`config.mk`:
```
export PLATFORM = sky130hd
export DESIGN_NAME = scs_status
export DESIGN_NICKNAME = d
export VERILOG_FILES = /design/src/scs_pkg.sv /design/src/scs_status.sv
export SDC_FILE = /design/constraint.sdc
export NUM_CORES = 1
export LEC_CHECK = 0
export ABC_AREA = 1
export BUFFER_PORTS_ARGS = -buffer_cell sky130_fd_sc_hd__buf_2
export CAP_MARGIN = 5
export CELL_PAD_IN_SITES_DETAIL_PLACEMENT = 0
export CELL_PAD_IN_SITES_GLOBAL_PLACEMENT = 1
export CORE_MARGIN = 1.5
export CORE_UTILIZATION = 32
export CTS_CLUSTER_SIZE = 14
export DETAILED_ROUTE_END_ITERATION = 12
export PLACE_DENSITY_LB_ADDON = 0.3
export SYNTH_ARGS = -nofsm -noshare
export SYNTH_HDL_FRONTEND = slang
export SYNTH_SLANG_ARGS = --single-unit
```
`constraint.sdc`:
```
create_clock -name aclk -period 1.15 [get_ports aclk]
set_clock_uncertainty 0.15 [all_clocks]
set_input_delay 0 -clock aclk [delete_from_list [all_inputs] [get_ports aclk]]
set_output_delay 0 -clock aclk [all_outputs]
set_load 0.01 [all_outputs]
```
`src/scs_pkg.sv`:
```
// constants and carriers for the serial channel low status bits
package scs_pkg;
  localparam logic [3:0]  STATUS_OFS  = 4'h0;
  localparam logic [3:0]  CTRL_OFS    = 4'h4;
  localparam logic [31:0] STATUS_RST  = 32'h0000_0000;
  localparam logic [31:0] CTRL_RST    = 32'h0000_0000;
  localparam int          B_RX_DATA_READY_PENDING      = 11;
  localparam int          B_RBC       = 9;
  localparam int          B_RX_FIFO_FULL_FLAG     = 8;
  localparam int          B_DCD       = 7;
  localparam int          B_RI        = 6;
  localparam int          B_DSR       = 5;
  localparam int          B_CTS       = 4;
  localparam int          B_TX_SPACE_READY_PENDING      = 3;
  localparam int          B_TX_FIFO_HALF_EMPTY_PENDING     = 2;
  localparam int          B_TBC       = 1;
  localparam int          B_TEMPTY    = 0;
  localparam int          B_RXST_LO   = 26;
  localparam int          RXST_W      = 6;
  localparam int          C_RXDMA     = 16;
  localparam int          C_TXDMA     = 17;
  localparam logic [31:0] IE_MASK     = 32'h0000_0efe;
  localparam logic [31:0] W1C_MASK    = 32'h0000_02f2;
  localparam logic [31:0] CTRL_MASK   = 32'h0003_0efe;
  localparam int          TX_FIFO_HALF_EMPTY_PENDING_BYTES = 16;
  localparam logic [1:0]  ARM_DONE    = 2'h3;
  localparam logic [1:0]  RESP_OKAY   = 2'h0;
  localparam logic [1:0]  RESP_SLVERR = 2'h2;

  typedef struct packed {
    logic dcd;
    logic ri;
    logic dsr;
    logic cts;
  } scs_modem_t;

  typedef struct packed {
    logic              close;
    logic [RXST_W-1:0] status;
    logic              avail;
    logic              full;
  } scs_rx_t;

  typedef struct packed {
    logic empty;
    logic shift_idle;
  } scs_tx_t;
endpackage

```
`src/scs_status.sv`:
```
// low status bits of a serial channel with an axi4-lite register slave
// Functional notes
// - receive-closed flag bit 9 sets on buffer close, clears on write-one
// - in receive dma mode the receive-closed flag clears itself
// - bits 31:26 hold the closed buffer's status while receive-closed is set
// - receive-ready is held low while receive-closed is set
// - dma mode writes status to descriptor; interlock is in hardware
// - flags in bits 11:9 and 7:1 raise interrupt only when their enable bit is set; bits 8 and 0 never raise it
// - bit 8 shows receive fifo full at each read
// - bit 7 latches on any carrier-detect change, cleared by write-one
// - bit 6 latches on any ring-indicator change, cleared by write-one
// - bit 5 latches on any data-set-ready change, cleared by write-one
// - bit 4 latches on any clear-to-send change, cleared by write-one
// - bit 3 shows the transmit fifo can take more data
// - transmit-ready held low while transmit-closed is set
// - in transmit dma mode the transmit-closed interlock is in hardware
// - bit 2 shows transmit fifo has room for at least 16 bytes
// - receive-ready shows data waits in the receive fifo
// - transmit-closed sets when the fifo and shifter have both drained
`timescale 1ns/10ps
module scs_status #(
  parameter int AW  = 4,
  parameter int TCW = 6,
  parameter int THB = scs_pkg::TX_FIFO_HALF_EMPTY_PENDING_BYTES
) (
  input  wire logic                 aclk,
  input  wire logic                 aresetn,
  input  wire logic [AW-1:0]        awaddr,
  input  wire logic                 awvalid,
  output logic                      awready,
  input  wire logic [31:0]          wdata,
  input  wire logic [3:0]           wstrb,
  input  wire logic                 wvalid,
  output logic                      wready,
  output logic [1:0]                bresp,
  output logic                      bvalid,
  input  wire logic                 bready,
  input  wire logic [AW-1:0]        araddr,
  input  wire logic                 arvalid,
  output logic                      arready,
  output logic [31:0]               rdata,
  output logic [1:0]                rresp,
  output logic                      rvalid,
  input  wire logic                 rready,
  input  wire scs_pkg::scs_modem_t  modem_in,
  input  wire scs_pkg::scs_rx_t     rx,
  input  wire scs_pkg::scs_tx_t     tx,
  input  wire logic [TCW-1:0]       tx_free,
  output logic                      desc_we,
  output logic [scs_pkg::RXST_W-1:0] desc_status,
  output logic                      channel_irq
);
  generate
    if (AW < 3 || THB < 1 || THB > (2**TCW) - 1) begin : g_bad
      $error("scs_status: parameter out of range");
    end
  endgenerate

  // axi4-lite write side
  logic          aw_have_ff;
  logic          w_have_ff;
  logic [AW-1:0] awaddr_ff;
  logic [31:0]   wdata_ff;
  logic [3:0]    wstrb_ff;
  logic          bvalid_ff;
  logic [1:0]    bresp_ff;
  logic          wr_go;
  logic          wr_stat;
  logic          wr_ctrl;
  logic [31:0]   bmask;

  assign awready = !aw_have_ff && !bvalid_ff;
  assign wready  = !w_have_ff && !bvalid_ff;
  assign wr_go   = aw_have_ff && w_have_ff && !bvalid_ff;
  assign wr_stat = wr_go && awaddr_ff == AW'(scs_pkg::STATUS_OFS);
  assign wr_ctrl = wr_go && awaddr_ff == AW'(scs_pkg::CTRL_OFS);
  assign bmask   = {{8{wstrb_ff[3]}}, {8{wstrb_ff[2]}}, {8{wstrb_ff[1]}}, {8{wstrb_ff[0]}}};
  assign bvalid  = bvalid_ff;
  assign bresp   = bresp_ff;

  always_ff @(posedge aclk) begin
    if (!aresetn) begin
      aw_have_ff <= 1'b0;
      w_have_ff  <= 1'b0;
      awaddr_ff  <= '0;
      wdata_ff   <= '0;
      wstrb_ff   <= '0;
    end else begin
      if (awvalid && awready) begin
        aw_have_ff <= 1'b1;
        awaddr_ff  <= awaddr;
      end else if (wr_go) begin
        aw_have_ff <= 1'b0;
      end
      if (wvalid && wready) begin
        w_have_ff <= 1'b1;
        wdata_ff  <= wdata;
        wstrb_ff  <= wstrb;
      end else if (wr_go) begin
        w_have_ff <= 1'b0;
      end
    end
  end

  always_ff @(posedge aclk) begin
    if (!aresetn) begin
      bvalid_ff <= 1'b0;
      bresp_ff  <= scs_pkg::RESP_OKAY;
    end else if (wr_go) begin
      bvalid_ff <= 1'b1;
      bresp_ff  <= (wr_stat || wr_ctrl) ? scs_pkg::RESP_OKAY : scs_pkg::RESP_SLVERR;
    end else if (bready) begin
      bvalid_ff <= 1'b0;
    end
  end

  // control: interrupt enables and dma modes
  logic [31:0] ctrl_ff;
  logic        rx_dma;
  logic        tx_dma;

  assign rx_dma = ctrl_ff[scs_pkg::C_RXDMA];
  assign tx_dma = ctrl_ff[scs_pkg::C_TXDMA];

  always_ff @(posedge aclk) begin
    if (!aresetn) begin
      ctrl_ff <= scs_pkg::CTRL_RST;
    end else if (wr_ctrl) begin
      ctrl_ff <= ((wdata_ff & bmask) | (ctrl_ff & ~bmask)) & scs_pkg::CTRL_MASK;
    end
  end

  // write-one acknowledge; zeros and read-only bits fall out of the mask
  logic [31:0] ack;
  assign ack = wr_stat ? (wdata_ff & bmask & scs_pkg::W1C_MASK) : '0;

  // modem lines come from pins: two flops, then a third for change detect
  scs_pkg::scs_modem_t msync1_ff;
  scs_pkg::scs_modem_t msync2_ff;
  scs_pkg::scs_modem_t mprev_ff;
  scs_pkg::scs_modem_t mchg_ff;
  logic [1:0]          arm_ff;
  logic [3:0]          mev;
  logic [3:0]          mack;

  // no change is reported until prev has caught the settled line level
  assign mev  = (arm_ff == scs_pkg::ARM_DONE) ? (msync2_ff ^ mprev_ff) : 4'h0;
  assign mack = ack[scs_pkg::B_DCD:scs_pkg::B_CTS];

  always_ff @(posedge aclk) begin
    if (!aresetn) begin
      msync1_ff <= '0;
      msync2_ff <= '0;
      mprev_ff  <= '0;
      arm_ff    <= 2'h0;
    end else begin
      msync1_ff <= modem_in;
      msync2_ff <= msync1_ff;
      mprev_ff  <= msync2_ff;
      if (arm_ff != scs_pkg::ARM_DONE) begin
        arm_ff <= arm_ff + 2'h1;
      end
    end
  end

  always_ff @(posedge aclk) begin
    if (!aresetn) begin
      mchg_ff <= '0;
    end else begin
      mchg_ff <= mev | (mchg_ff & ~mack);
    end
  end

  // receive buffer closed and its status snapshot
  logic                       rbc_ff;
  logic [scs_pkg::RXST_W-1:0] rxst_ff;
  logic                       desc_we_ff;
  logic [scs_pkg::RXST_W-1:0] desc_st_ff;
  logic                       rbc_clr;

  // dma mode: the descriptor already has the status, so no one acknowledges
  assign rbc_clr = ack[scs_pkg::B_RBC] || rx_dma;

  always_ff @(posedge aclk) begin
    if (!aresetn) begin
      rbc_ff <= 1'b0;
    end else begin
      rbc_ff <= rx.close || (rbc_ff && !rbc_clr);
    end
  end

  always_ff @(posedge aclk) begin
    if (!aresetn) begin
      rxst_ff <= '0;
    end else if (rx.close) begin
      rxst_ff <= rx.status;
    end
  end

  always_ff @(posedge aclk) begin
    if (!aresetn) begin
      desc_we_ff <= 1'b0;
      desc_st_ff <= '0;
    end else begin
      desc_we_ff <= rx.close && rx_dma;
      if (rx.close && rx_dma) begin
        desc_st_ff <= rx.status;
      end
    end
  end

  assign desc_we     = desc_we_ff;
  assign desc_status = desc_st_ff;

  // transmit buffer closed on the drained edge of fifo plus shifter
  logic tdone_prev_ff;
  logic tbc_ff;
  logic tdone;

  assign tdone = tx.empty && tx.shift_idle;

  always_ff @(posedge aclk) begin
    if (!aresetn) begin
      // starts high: an idle, drained transmitter after reset is no close event
      tdone_prev_ff <= 1'b1;
      tbc_ff        <= 1'b0;
    end else begin
      tdone_prev_ff <= tdone;
      tbc_ff <= (tdone && !tdone_prev_ff) || (tbc_ff && !ack[scs_pkg::B_TBC] && !tx_dma);
    end
  end

  // status word as software sees it
  logic [31:0] stat;
  always_comb begin
    stat                    = scs_pkg::STATUS_RST;
    stat[31:26]             = rxst_ff;
    stat[scs_pkg::B_RX_DATA_READY_PENDING]   = rx.avail && !rbc_ff;
    stat[scs_pkg::B_RBC]    = rbc_ff;
    stat[scs_pkg::B_RX_FIFO_FULL_FLAG]  = rx.full;
    stat[scs_pkg::B_DCD]    = mchg_ff.dcd;
    stat[scs_pkg::B_RI]     = mchg_ff.ri;
    stat[scs_pkg::B_DSR]    = mchg_ff.dsr;
    stat[scs_pkg::B_CTS]    = mchg_ff.cts;
    stat[scs_pkg::B_TX_SPACE_READY_PENDING]   = tx_free != '0 && !tbc_ff;
    stat[scs_pkg::B_TX_FIFO_HALF_EMPTY_PENDING]  = tx_free >= TCW'(THB);
    stat[scs_pkg::B_TBC]    = tbc_ff;
    stat[scs_pkg::B_TEMPTY] = tx.empty;
  end

  logic irq_ff;
  always_ff @(posedge aclk) begin
    if (!aresetn) begin
      irq_ff <= 1'b0;
    end else begin
      irq_ff <= |(stat & ctrl_ff & scs_pkg::IE_MASK);
    end
  end
  assign channel_irq = irq_ff;

  // axi4-lite read side: one cycle from address to data
  logic        rvalid_ff;
  logic [31:0] rdata_ff;
  logic [1:0]  rresp_ff;

  assign arready = !rvalid_ff;
  assign rvalid  = rvalid_ff;
  assign rdata   = rdata_ff;
  assign rresp   = rresp_ff;

  always_ff @(posedge aclk) begin
    if (!aresetn) begin
      rvalid_ff <= 1'b0;
      rdata_ff  <= '0;
      rresp_ff  <= scs_pkg::RESP_OKAY;
    end else if (arvalid && arready) begin
      rvalid_ff <= 1'b1;
      if (araddr == AW'(scs_pkg::STATUS_OFS)) begin
        rdata_ff <= stat;
        rresp_ff <= scs_pkg::RESP_OKAY;
      end else if (araddr == AW'(scs_pkg::CTRL_OFS)) begin
        rdata_ff <= ctrl_ff;
        rresp_ff <= scs_pkg::RESP_OKAY;
      end else begin
        rdata_ff <= '0;
        rresp_ff <= scs_pkg::RESP_SLVERR;
      end
    end else if (rready) begin
      rvalid_ff <= 1'b0;
    end
  end
endmodule

```
---- Word-level counts from Yosys, hierarchy flattened ----
Index checks and enable logic that the tools add are counted.
word-level totals
  register bits ........................... 112
  output and inout port bits .............. 49
  logic and storage cells ................. 103
operators by class
  add/sub/neg operators ................... 1
  order comparisons ....................... 1
  eq/ne operators ......................... 4
  mux-type cells .......................... 14
  bitwise logic cells ..................... 9
  reductions and logical operators ........ 39
operators with widths
  kind                                                               number
  AND 18 bit                                                         2
  2-to-1 mux 32 bit                                                  1
  2-to-1 mux 18 bit                                                  1
  inverter 18 bit                                                    1
  OR 18 bit                                                          1
  logical AND 1 bit                                                  17
  AND 12 bit                                                         1
  zero test 1 bit                                                    10
  2-to-1 mux 10 bit                                                  1
  OR reduction 10 bit                                                1
  == test 4 x 3 -> 1 bit, second input constant                      2
  zero test 4 bit                                                    2
  nonzero test 2 bit                                                 4
  2-to-1 mux 1 bit                                                   7
  greater-or-equal comparator 6 x 5 -> 1 bit, second input constant  1
  2-to-1 mux 2 bit                                                   3
  nonzero test 6 bit                                                 1
  AND 4 bit                                                          1
  logical OR 1 bit                                                   4
  2-to-1 mux 4 bit                                                   1
  inverter 4 bit                                                     1
  OR 4 bit                                                           1
  XOR 4 bit                                                          1
  adder 2 x 1 -> 2 bit, second input constant                        1
  other kinds (2)                                                    2

---- Logic depth before layout (Yosys ltp) ----
  depth after elaboration ................. 8
  depth in mapped cells ................... 8
  gate-level depth less buffers ........... 7

---- Worst setup path before layout ----
OpenSTA, ideal clock, no wires.
  kind .................................... reg2reg
  from .................................... register bvalid_ff (netlist: bvalid)
  to ...................................... register awaddr_ff[0]
  library setup time ...................... 0.122 ns
  arrival time ............................ 1.039 ns
  data required time ...................... 0.878 ns
  slack ................................... -0.161 ns
  cell stages (with the launch flop) ...... 5
  cells stage by stage .................... dfxtp_1 -> nor2_1 -> nand2_1 -> o21ai_0 -> a21oi_1
on the way
  cells in the longest elaborated chain, start to end .. 3
ends and longest elaborated chain
  element                 RTL line           RTL
  start, declared         scs_status.sv:65   logic bvalid_ff;
  start signal, assigned  scs_status.sv:107  bvalid_ff <= 1'b0;
  start signal, assigned  scs_status.sv:110  bvalid_ff <= 1'b1;
  start signal, assigned  scs_status.sv:113  bvalid_ff <= 1'b0;
  zero test 1 bit         scs_status.sv:72   assign awready = !aw_have_ff && !bvalid_ff;
  logical AND 1 bit       scs_status.sv:72
  named net awready       scs_status.sv:30   output logic awready,
  logical AND 1 bit       scs_status.sv:89   if (awvalid && awready) begin
  end signal, assigned    scs_status.sv:91   awaddr_ff <= awaddr;
  end, declared           scs_status.sv:62   logic [AW-1:0] awaddr_ff;
The timed path passes the listed nets, and every way through them passes these cells.
A chain may end at the register's enable or synchronous reset.

---- Worst setup path in the final report ----
  from .................................... register w_have_ff
  to ...................................... output port wready
on the way
  cells in the longest elaborated chain, start to end .. 2
ends and longest elaborated chain
  element                 RTL line           RTL
  start, declared         scs_status.sv:61   logic w_have_ff;
  start signal, assigned  scs_status.sv:84   w_have_ff <= 1'b0;
  start signal, assigned  scs_status.sv:96   w_have_ff <= 1'b1;
  start signal, assigned  scs_status.sv:100  w_have_ff <= 1'b0;
  zero test 1 bit         scs_status.sv:73   assign wready = !w_have_ff && !bvalid_ff;
  logical AND 1 bit       scs_status.sv:73
  end, declared           scs_status.sv:34   output logic wready,
No other way between the ends.

==> results.md <==
- Status: complete, but fails checks
- Failing checks: negative hold slack, negative setup slack
- FP Rows: 39
- Most frequent cells in the layout: 91 x nand2_1, 82 x dfxtp_1, 82 x buf_2, 58 x nor2_1, 49 x dlygate4sd3_1
- Hold Fails Final Rpt: 2
- Unrepaired setup endpoints after global routing: yes
- Final setup margin: -0.1736 ns
- Crit end category: output port
- Crit start category: flop
- CTS H-Tree Depth: 3
- Die Ht: 110.9 um
- Gp weighted congestion: 0.8146
- F_max: 755.5 MHz
- Die Wd: 110.9 um
- GR Util All Layers: 0.1550
- Largest net degree at the start of global routing: 35
- Largest fanout on the critical path: 4
- Worst-path clk slew: 0.06 ns
- Clock Tree Buf Depth: 2
- YS warnings: 0
- Initial core utilization: 0.3277
- Setup Crit Path Kind: reg -> out
- Leading cell type in the layout, fill and taps excluded: nand2_1
- Layout area overhead: 54.26%
- Number of global-route vias before repair: 3341
- Period minus WS final: 1.324 ns
- Post-Synth XOR/XNOR Area: 0
- Total gr overflow: 0
- Largest family of logic cells by synthesized area: simple AND/OR/NAND/NOR gates
- Post-DRT Antenna Nets: 0
- CP required: 1.00 ns
- CTS sink count: 92
- Seq/Total Area, Yosys: 0.4943
- Die ar.: 12300 um^2
- Post-synth cell types: 28
- Via/cell ratio: 4.518
- # setup viols final: 41
- CTS Buf Count: 9
- Synthesized cell area: 3726 um^2
- Drt first pass iters: 4
- Max-cap violations: 0
- Leak: 2.622 nW
- Detailed placement HPWL: 6.629 mm
- Dpl cells: 727
- WP data arrival: 1.17 ns
- Core Region: 11370 um^2
- Root buf cell: clkbuf_16
- Post-DR wirelength/cell: 12.49 um
- FF+latch count, synth: 92
- Pwr dens: 1300 nW/um^2
- Detailed Route Iter0 Violations: 145
- Clock latency on the worst-skew pair: 0.33 ns
- Simple-gate portion of the synthesized area: 0.2750
- Global-route wire length before repair: 15.40 mm
- Average size of a mapped cell: 7.604 um^2
- WL final: 10.08 mm
- Compound-Gate Fraction of Synth Area: 0.1145
- Adder-Cell Fraction of Synth Area: 0.003358
- Ant diodes: 0
- Worst hold path type: in -> reg
- Post-place setup slack: -0.1343 ns
- TritonCTS clock tree: built
- DRC viols: 0
- Port Buffer Count: 85
- Final Cycle Share: 1.151
- Max Slew Vio Count: 0
- Final Hold Slack: -0.04639 ns
- Max VDD drop: 597.8 uV
- Nets: 732
- # IOs: 121
- Share of cells above drive strength 1: 0.3539
- DR vias: 3646
- Syn Inst Count: 490
- Initial antenna violation count: 0
- Final Non-Filler Cells: 807
- Mux cell area share after synthesis: 0
## layout make-up
cell class,instances,area [um^2]
Fill cell,1104,5622
Sequential cell,92,1859
Multi-Input combinational cell,335,1829
Timing Repair Buffer,178,1408
Clock buffer,13,260.3
Inverter,42,180.2
Tap cell,143,178.9
Clock inverter,3,21.27
Timing Repair inverter,1,11.26
## layer usage
layer | share of wire | track usage | vias to the layer above
met1 | 0.47 | 0.2018 | 1651
met5 | 0 | 0 | -
met2 | 0.48 | 0.2547 | 82
met3 | 0.037 | 0.02624 | 11
li1 | - | - | 1902
met4 | 0.015 | 0.06410 | 0
## worst max-delay path, stage by stage (launching register included)
cell and delay, ns:
dfxtp_4 0.36, nor2_4 0.25, buf_6 0.14, buf_6 0.09
## synthesized netlist by cell type, drive strengths merged
cell type  number  area (um^2)
a211oi          1        7.510
dfxtp          92         1842
a21oi          44        224.0
conb            1        3.750
nand3b          1        7.510
nand3          32        165.2
o21a            1        7.510
and2            1        8.760
nand2         100        382.9
ha              1        12.51
or2             1        6.260
inv            42        157.6
nand4          21        131.4
a31oi           2        12.51
o21ai          35        175.2
buf            28        222.7
nor2           78        322.8
clkbuf          9        36.29
## through the flow
stage / cell area, um^2 / setup TNS, ns / power [mW] / utilization / hold WS [ns]
after global routing: 5748 / -6.494 / 7.830 / 0.5056 / 0.01070
final: 5748 / -3.075 / 7.471 / 0.5056 / -0.04639
after floorplan: 3817 / -0.3428 / 4.034 / - / -0.05237
after global placement: 4448 / -2.658 / 4.343 / 0.3912 / 0.04248
after CTS: 5329 / -3.855 / 7.315 / 0.4687 / 0.0005402
after detailed placement: 4448 / -3.074 / 4.363 / 0.3912 / 0.04020
## repair_timing
item	4_1_cts	5_1_grt
hold buffers	50	3
endpoints found under the hold margin	63	3
gates resized for setup	27	93
setup endpoints to repair	43	84
pin swaps	5	31
setup buffers	3	3
gates cloned	0	8
## cell families (layout without fill, tap and decap cells)
| kind of cell | count (synthesis) | after routing |
|---|---|---|
| buf+inv | 79 | 237 |
| compound gates | 83 | 83 |
| flops | 92 | 92 |
| fa+ha+maj | 1 | 1 |
| simple gates | 234 | 237 |
| other cells | 1 | 14 |
## power by group
group | leakage [nW] | switching (mW) | total [mW] | internal (mW)
Sequential | 0.757 | 0.127 | 3.48 | 3.35
Clock | 0.136 | 1.17 | 2.75 | 1.58
Combinational | 1.73 | 0.622 | 1.24 | 0.615
## path summary, 6_finish.rpt
kind / depth (start not counted) / start / to / slack (ns)
max: 3 / w_have_ff / wready / -0.17
min: 6 / araddr[0] / rdata[2] / -0.05
max reg2reg: 5 / w_have_ff / wdata_ff[11] / -0.14
min reg2reg: 2 / msync1_ff[1] / msync2_ff[1] / 0.26
Power figures use the tool's default switching activity.
